## config.mk

```make
export PLATFORM = sky130hd
export DESIGN_NAME = hbd_core
export DESIGN_NICKNAME = d
export VERILOG_FILES = /design/src/verilog/hbd_pkg.sv /design/src/verilog/hbd_core.sv
export SDC_FILE = /design/constraint.sdc
export NUM_CORES = 1
export LEC_CHECK = 0
export ABC_AREA = 0
export BUFFER_PORTS_ARGS = -buffer_cell sky130_fd_sc_hd__clkbuf_2
export CAP_MARGIN = 40
export CORE_ASPECT_RATIO = 0.6
export CORE_MARGIN = 3
export CORE_UTILIZATION = 50
export DETAILED_ROUTE_END_ITERATION = 10
export PLACE_DENSITY = 0.79
export REMOVE_ABC_BUFFERS = 1
export SYNTH_ARGS = -nofsm -noshare
export SYNTH_HDL_FRONTEND = slang
export SYNTH_SLANG_ARGS = --single-unit
```

## constraint.sdc

```tcl
create_clock -name clk_sys -period 2 [get_ports clk_sys]
set_input_delay 0.2 -clock clk_sys [delete_from_list [all_inputs] [get_ports clk_sys]]
set_output_delay 0.2 -clock clk_sys [all_outputs]
set_load 0.005 [all_outputs]
```

## src/verilog/hbd_pkg.sv

```systemverilog
// Package with constants and carrier types for the half-bridge input logic.
package hbd_pkg;

  localparam int          DT_W         = 8;
  localparam logic [7:0]  DT_RESET     = 8'h10;
  localparam logic [7:0]  DT_ZERO      = 8'h00;
  localparam logic [7:0]  DT_ONE       = 8'h01;
  localparam int          IRQ_W        = 2;
  localparam int          IRQ_FAULT    = 0;
  localparam int          IRQ_RELEASE  = 1;
  localparam logic [1:0]  IRQ_NONE     = 2'h0;

  localparam logic [1:0]  ADDR_CFG     = 2'h0;
  localparam logic [1:0]  ADDR_STATUS  = 2'h1;
  localparam logic [1:0]  ADDR_IRQ     = 2'h2;
  localparam logic [1:0]  ADDR_MASK    = 2'h3;

  typedef struct packed {
    logic shutdown_n;
    logic low_side_in;
    logic high_side_in;
  } hbd_inputs_type;

  typedef struct packed {
    logic low_gate_out;
    logic high_gate_out;
  } hbd_gates_type;

  typedef struct packed {
    logic below_low;
    logic above_high;
  } hbd_line_type;

  typedef struct packed {
    logic                 wr;
    logic                 rd;
    logic [1:0]           addr;
    logic [DT_W-1:0]      wdata;
  } hbd_bus_type;

endpackage : hbd_pkg

```

## src/verilog/hbd_core.sv

```systemverilog
// Half-bridge input logic with interlock, dead time and smart shutdown.
//
// Local design decisions: the register offsets and the address-and-strobe port.
`timescale 1ns/1ps

module hbd_core (
  input  wire logic                    clk_sys,
  input  wire logic                    rstn,
  input  wire hbd_pkg::hbd_inputs_type pins,
  input  wire logic                    sense_above_ref,
  input  wire logic                    uvlo_low,
  input  wire hbd_pkg::hbd_line_type   line_level,
  input  wire hbd_pkg::hbd_bus_type    bus,
  output logic [hbd_pkg::DT_W-1:0]     rdata_q,
  output hbd_pkg::hbd_gates_type       gates_q,
  output logic                         fault_drain_out_q,
  output logic                         irq_q
);

  typedef enum logic [1:0] {HBD_RUN, HBD_PULL, HBD_WAIT} hbd_state_type;

  hbd_state_type            state_q;
  hbd_state_type            state_d;
  logic [1:0]               below_sync_q;
  logic [1:0]               above_sync_q;
  logic [hbd_pkg::DT_W-1:0] dead_time_q;
  logic [hbd_pkg::DT_W-1:0] dt_cnt_q;
  logic [hbd_pkg::DT_W-1:0] dt_cnt_d;
  logic [hbd_pkg::IRQ_W-1:0] irq_stat_q;
  logic [hbd_pkg::IRQ_W-1:0] irq_mask_q;
  logic [hbd_pkg::IRQ_W-1:0] irq_set;
  logic [hbd_pkg::IRQ_W-1:0] irq_clr;
  logic                     below_low;
  logic                     above_high;
  logic                     fault;
  logic                     want_low;
  logic                     want_high;
  logic                     turn_off;
  logic                     dt_busy;
  hbd_pkg::hbd_gates_type   gates_d;
  logic [hbd_pkg::DT_W-1:0] rdata_d;

  // Write decode shared by every writable register.
  function automatic logic reg_write(input hbd_pkg::hbd_bus_type b,
                                     input logic [1:0]          a);
    reg_write = b.wr && (b.addr == a);
  endfunction : reg_write

  // Synchronised thresholds of the shared line.
  assign below_low  = below_sync_q[1];
  assign above_high = above_sync_q[1];

  // The comparator is gated by undervoltage before anything else sees it.
  assign fault = sense_above_ref && !uvlo_low;

  // Requested gates from the truth table; shutdown is combinational, never stored.
  assign want_low  = pins.shutdown_n && !pins.low_side_in && !pins.high_side_in;
  assign want_high = pins.shutdown_n && pins.low_side_in && pins.high_side_in;

  // Either gate falling restarts the dead time counter.
  assign turn_off = (gates_q.low_gate_out && !gates_d.low_gate_out) ||
                    (gates_q.high_gate_out && !gates_d.high_gate_out);
  assign dt_busy  = (dt_cnt_q != hbd_pkg::DT_ZERO);

  // The fault term acts on the gates in the same cycle, not after the line falls.
  always_comb begin
    gates_d = '0;
    if (!fault && state_q == HBD_RUN) begin
      // A gate turns on only once the opposite gate is off, so a direct swap
      // of the inputs still loads the counter before the new gate may rise.
      gates_d.low_gate_out  = want_low && !gates_q.high_gate_out &&
                              (gates_q.low_gate_out || !dt_busy);
      gates_d.high_gate_out = want_high && !gates_q.low_gate_out &&
                              (gates_q.high_gate_out || !dt_busy);
    end
  end

  always_comb begin
    if (turn_off) begin
      dt_cnt_d = dead_time_q;
    end else if (dt_busy) begin
      dt_cnt_d = dt_cnt_q - hbd_pkg::DT_ONE;
    end else begin
      dt_cnt_d = dt_cnt_q;
    end
  end

  // Shutdown sequence: pull line, release below lower threshold, await upper.
  always_comb begin
    state_d = state_q;
    case (state_q)
      HBD_RUN: begin
        if (fault) begin
          state_d = HBD_PULL;
        end
      end
      HBD_PULL: begin
        if (below_low) begin
          state_d = HBD_WAIT;
        end
      end
      HBD_WAIT: begin
        if (fault) begin
          state_d = HBD_PULL;
        end else if (above_high) begin
          state_d = HBD_RUN;
        end
      end
      default: begin
        state_d = HBD_RUN;
      end
    endcase
  end

  assign irq_set[hbd_pkg::IRQ_FAULT]   = (state_q == HBD_RUN) && fault;
  assign irq_set[hbd_pkg::IRQ_RELEASE] = (state_q == HBD_WAIT) && (state_d == HBD_RUN);
  assign irq_clr = reg_write(bus, hbd_pkg::ADDR_IRQ) ?
                   bus.wdata[hbd_pkg::IRQ_W-1:0] : hbd_pkg::IRQ_NONE;

  always_comb begin
    rdata_d = '0;
    case (bus.addr)
      hbd_pkg::ADDR_CFG:    rdata_d = dead_time_q;
      hbd_pkg::ADDR_STATUS: rdata_d = {4'h0, fault_drain_out_q, gates_q, state_q == HBD_RUN};
      hbd_pkg::ADDR_IRQ:    rdata_d = {6'h00, irq_stat_q};
      hbd_pkg::ADDR_MASK:   rdata_d = {6'h00, irq_mask_q};
      default:              rdata_d = '0;
    endcase
  end

  always_ff @(posedge clk_sys) begin
    if (!rstn) begin
      state_q           <= HBD_RUN;
      below_sync_q      <= '0;
      above_sync_q      <= '0;
      dead_time_q       <= hbd_pkg::DT_RESET;
      dt_cnt_q          <= hbd_pkg::DT_ZERO;
      gates_q           <= '0;
      fault_drain_out_q <= 1'b0;
      irq_stat_q        <= '0;
      irq_mask_q        <= '0;
      irq_q             <= 1'b0;
      rdata_q           <= '0;
    end else begin
      state_q           <= state_d;
      below_sync_q      <= {below_sync_q[0], line_level.below_low};
      above_sync_q      <= {above_sync_q[0], line_level.above_high};
      dt_cnt_q          <= dt_cnt_d;
      gates_q           <= gates_d;
      fault_drain_out_q <= (state_d == HBD_PULL);
      // A set in the same cycle as a clear wins.
      irq_stat_q        <= (irq_stat_q & ~irq_clr) | irq_set;
      irq_q             <= |(((irq_stat_q & ~irq_clr) | irq_set) & irq_mask_q);
      rdata_q           <= bus.rd ? rdata_d : '0;
      if (reg_write(bus, hbd_pkg::ADDR_CFG)) begin
        dead_time_q <= bus.wdata;
      end
      if (reg_write(bus, hbd_pkg::ADDR_MASK)) begin
        irq_mask_q <= bus.wdata[hbd_pkg::IRQ_W-1:0];
      end
    end
  end
endmodule : hbd_core

```

== Word level (Yosys, flattened, before mapping) ==
Cells that the tools add are included.

* Bitwise operators: 4
* Equality and inequality tests: 6
* Multiplexer cells: 10
* $add $sub $neg: 1
* Reductions and logical operators: 36

{| class="wikitable"
|+ Operators with widths
! cell !! number
|-
| one-hot mux 8 bit (4 select lines) || 1
|-
| logical AND 1 bit || 17
|-
| 2-to-1 mux 8 bit || 2
|-
| 2-to-1 mux 2 bit || 6
|-
| logical NOT 1 bit || 9
|-
| nonzero test 8 bit || 1
|-
| subtractor 8 x 1 -> 8 bit (second input constant) || 1
|-
| equality test 2 x 1 -> 1 bit (second input constant) || 3
|-
| equality test 2 bit (second input constant) || 3
|-
| logical NOT 2 bit || 3
|-
| one-hot mux 2 bit (3 select lines) || 1
|-
| AND 2 bit || 2
|-
| logical OR 1 bit || 3
|-
| inverter 2 bit || 1
|-
| OR 2 bit || 1
|-
| AND reduction 2 bit || 1
|-
| nonzero test 2 bit || 1
|-
| OR reduction 2 bit || 1
|}

* Register bits after elaboration: 38
* Logic and storage cells: 69
* Output and inout port bits: 12

== Depth between registers and ports, before layout ==
* Depth after elaboration: 10
* Mapped depth: 6
* Gate-level depth less buffers: 6

== Worst setup path after synthesis ==
Ideal clock, no wire load.

* Path kind: reg2reg
* Start: reg dt_cnt_q[2] (netlist bit)
* End: reg dt_cnt_q[1] (netlist bit)
* Data required time: 1.885 ns
* Arrival: 1.646 ns
* Path slack: 0.239 ns
* Cell stages (with the launch flop): 5
* Path buffers: 0
* Cells stage by stage: dfxtp_1 or4_4 nor4b_4 mux2i_1 a31o_1

* Longest elaborated chain between the ends: 9

{| class="wikitable"
|+ RTL lines
! element !! RTL line !! RTL
|-
| start, declared || hbd_core.sv:27 || <nowiki>logic [hbd_pkg::DT_W-1:0] dt_cnt_q;</nowiki>
|-
| start signal, assigned || hbd_core.sv:137 || <nowiki>dt_cnt_q <= hbd_pkg::DT_ZERO;</nowiki>
|-
| start signal, assigned || hbd_core.sv:148 || <nowiki>dt_cnt_q <= dt_cnt_d;</nowiki>
|-
| nonzero test 8 bit * || hbd_core.sv:63 || <nowiki>assign dt_busy = (dt_cnt_q != hbd_pkg::DT_ZERO);</nowiki>
|-
| logical NOT 1 bit || hbd_core.sv:72, hbd_core.sv:74 ||
|-
| logical OR 1 bit, on equally long branches || hbd_core.sv:72, hbd_core.sv:74 ||
|-
| logical AND 1 bit, on equally long branches || hbd_core.sv:71, hbd_core.sv:73 ||
|-
| 2-to-1 mux 2 bit || hbd_core.sv:68 || <nowiki>if (!fault && state_q == HBD_RUN) begin</nowiki>
|-
| logical NOT 1 bit, on equally long branches || hbd_core.sv:61, hbd_core.sv:62 ||
|-
| logical AND 1 bit, on equally long branches || hbd_core.sv:61, hbd_core.sv:62 ||
|-
| logical OR 1 bit || hbd_core.sv:61 || <nowiki>assign turn_off = (gates_q.low_gate_out && !gates_d.low_gate_out) ||</nowiki>
|-
| 2-to-1 mux 8 bit or nonzero test 2 bit (tied branches) || n/a ||
|}

Every way passes the cells marked *; elsewhere a longest branch is shown, timed or not.
A chain may end at the register's enable or synchronous reset.

== Worst setup path in the final report ==
Same ends and word-level chain as after synthesis.

==> summary.txt <==
Status
  • Status: finished, final reports clean

Layout
  • Non-Filler Instances: ~240
  • Layout cells sized above 1: 0.257
  • FF+latch area: 761 µm²
  • Layout fillers: 256
  • Layout area overhead: 20.6%
  • N_diodes: 0
  • Multi-input gate area: 807 µm²
  • Nets: 224
  • Core Util, Final: 0.653
  • Cell area after layout: 1940 µm²

Synth
  • Most instantiated cells after synthesis: dfxtp_1 (38), nor2_1 (23), mux2i_1 (14)
  • Register area share after synthesis: 0.474
  • Syn avg cell area: just under 10 µm²
  • Syn Inst Count: 162
  • Dominant synthesized flop cell: dfxtp_1
  • Post-synth EDFFs: 0
  • Synth Register Bits: 38
  • Cell with the most instances after synthesis: dfxtp_1
  • YS warnings: 0
  • Async S/R FF share, synth: 0
  • Mapped cell area: around 1600 µm²
  • Top cell type by total area after synthesis: dfxtp_1
  • Yosys cell types: 35
  • Synth top area share: 0.474
  • Largest cells by area after synthesis: dfxtp_1 (47%), mux2i_1 (8.7%), nor2_1 (5.4%)

Critical path
  • Crit-path max FO: 6
  • Slowest cell on crit path: or4_4
  • CP startpoint: dt_cnt_q[2]
  • CP cell instances: or4_4, nor4b_4, buf_4, mux2i_1, a31o_1
  • Slowest stage delay, CP: 0.58 ns
  • CP Data Required Time: ~2.2 ns
  • CP arrival: 2.04 ns
  • CP startpoint kind: flip-flop
  • Crit end category: flip-flop
  • R2r worst-path depth: 5
  • Critical path class: reg2reg
  • Worst reg2reg startpoint: dt_cnt_q[2]

Power and ir drop
  • Worst vdd ir: 0.000617 V
  • Leak: 0.797 nW
  • PwrDens: 1090 nW/µm²

STA
  • Setup TNS: 0 ns
  • Max-slew headroom: 0.467
  • Clock skew: 0.00915 ns
  • Fin crit period: 1.81 ns
  • Worst-margin pin slew: 0.796 ns
  • Fin crit share: 0.907
  • Final hold vios: 0
  • Unrepaired setup endpoints after global routing: no
  • Final setup vio count: 0
  • Final max-slew violation count: 0
  • Maximum clock rate: 551 MHz
  • Hold_ws: around 0.12 ns

Route
  • DRT Pass-1 Iters: 4
  • DR vias: 1330
  • DRT iter0 DRCs: just over 100
  • Remaining antenna violation count: 0
  • Post-DR vias/cell: ~5.5
  • DRC viols: 0
  • DR WL/cell: between 10 and 15 µm
  • Total Wirelength: 3570 µm

GRT
  • First-pass GRT wire length: roughly 6100 µm
  • GRT overflow: 0
  • Total track usage: 0.202
  • Initial antenna violation count: 0
  • Vias in the first global route: 1299
  • Largest net degree at the start of global routing: 15

Clocking
  • Worst-path clk slew: 0.07 ns
  • Skew-Pair Late Insertion Delay: 0.29 ns
  • CTS tree: yes
  • CTS sink cnt: 38
  • Root buffer cell: clkbuf_8
  • Num CTS Buffers: 5
  • Number of H-tree levels: 2
  • Bufs on Longest Clock Path: 2

Place
  • Inst Count DP: 234
  • Port Buf Inserts: 32
  • DP HPWL: around 2700 µm
  • GPL Wtd Cong: slightly above 0.9
  • Placed cell area: 1830 µm²

Min path
  • HP Class: in2reg
  • Hold Path Depth: 2
  • Worst Hold Launch: line_level[0]

Floorplan
  • Die outline height: 49.9 µm
  • Num rows: 15
  • Starting Density: 0.541
  • Ports: 33
  • Full die area: between 3000 and 4000 µm²
  • Die width: 79.2 µm
  • Total core area: 2970 µm²

Flow run
  • Max-cap violations: 0
## power by group
group	switching [mW]	total [mW]	internal (mW)
clock	0.258	0.535	0.277
sequential	0.0751	0.911	0.835
combinational	0.308	0.669	0.360
## cells in the final DEF (no fill, tap or decap), drive strengths merged
cell      instances
inv               3
a211o             3
nand3b            1
ha                2
mux2i            14
and3b             1
o31ai             4
and4              1
clkinvlp          1
nand4b            3
nand4             5
a22o              1
or4               1
nand2b            2
a31o              2
nor2b             3
nor4              1
a22oi             1
nor3b             4
a21oi             7
xnor2             6
nand3             5
buf               6
nand2             5
clkinv            2
a31oi             1
nor2             23
clkbuf           38
and2              8
mux4              2
nor4b             3
nor3              5
dfxtp            38
## layout make-up
class | instances | share of cell area
clock inverters | 2 | 0.00646
inverters | 4 | 0.00776
well taps | 42 | 0.0271
flip-flops and latches | 38 | 0.393
clock buffers | 6 | 0.0427
repair buffers | 38 | 0.106
multi-input cells | 114 | 0.417
## worst paths after layout
path / slack [ns] / endpoint
setup / recovery: 0.19 / dt_cnt_q[1]
hold / removal: 0.12 / above_sync_q[0]
setup reg to reg: 0.19 / dt_cnt_q[1]
hold reg to reg: 0.43 / above_sync_q[1]
## cells by family after synthesis
logic type | Yosys count | share of synthesized area
AND/OR/NAND/NOR | 71 | 0.254
flip-flops | 38 | 0.474
AO/OA/AOI/OAI | 19 | 0.0850
multiplexers | 16 | 0.115
buffers and inverters | 10 | 0.0234
XOR/XNOR | 6 | 0.0327
adder cells (fa/ha/maj) | 2 | 0.0156
## flip-flops by register name, summed over array words and instances, names as in the netlist
name,flops
state_q,2
irq_mask_q,2
rdata_q,8
irq_stat_q,2
above_sync_q,2
dead_time_q,8
dt_cnt_q,8
irq_q,1
below_sync_q,2
gates_q,2
fault_drain_out_q,1
## critical path: cells and delay by family (launching register included)
kind / cells / cell delay (ns)
AO/OA/AOI/OAI: 1 / 0.16
AND/OR/NAND/NOR: 2 / 0.87
buffers and inverters: 1 / 0.19
flip-flops: 1 / 0.34
multiplexers: 1 / 0.19
## repair_timing
item,in CTS,in global routing
endpoints found under the setup margin,0,1
buffers inserted,0,2
endpoints found under the hold margin,0,0
gates resized for setup,0,0
hold buffers,0,0
## through the flow
stage	setup WS (ns)	power, mW
after floorplan	0.239	1.40
final	0.186	2.11
after global routing	0.0450	2.26
after CTS	0.0837	2.09
after detailed placement	0.105	1.55
after global placement	0.167	1.51
## metal layers
metal / GRT usage / up-vias / routed length [µm]
met2: 0.291 / 49 / 1520
met1: 0.279 / 617 / 1700
li1: - / 656 / -
met5: 0 / - / 0
met4: 0.0829 / 0 / 68
met3: 0.0620 / 8 / 287
Note: power is estimated with default switching activity, not from simulation.
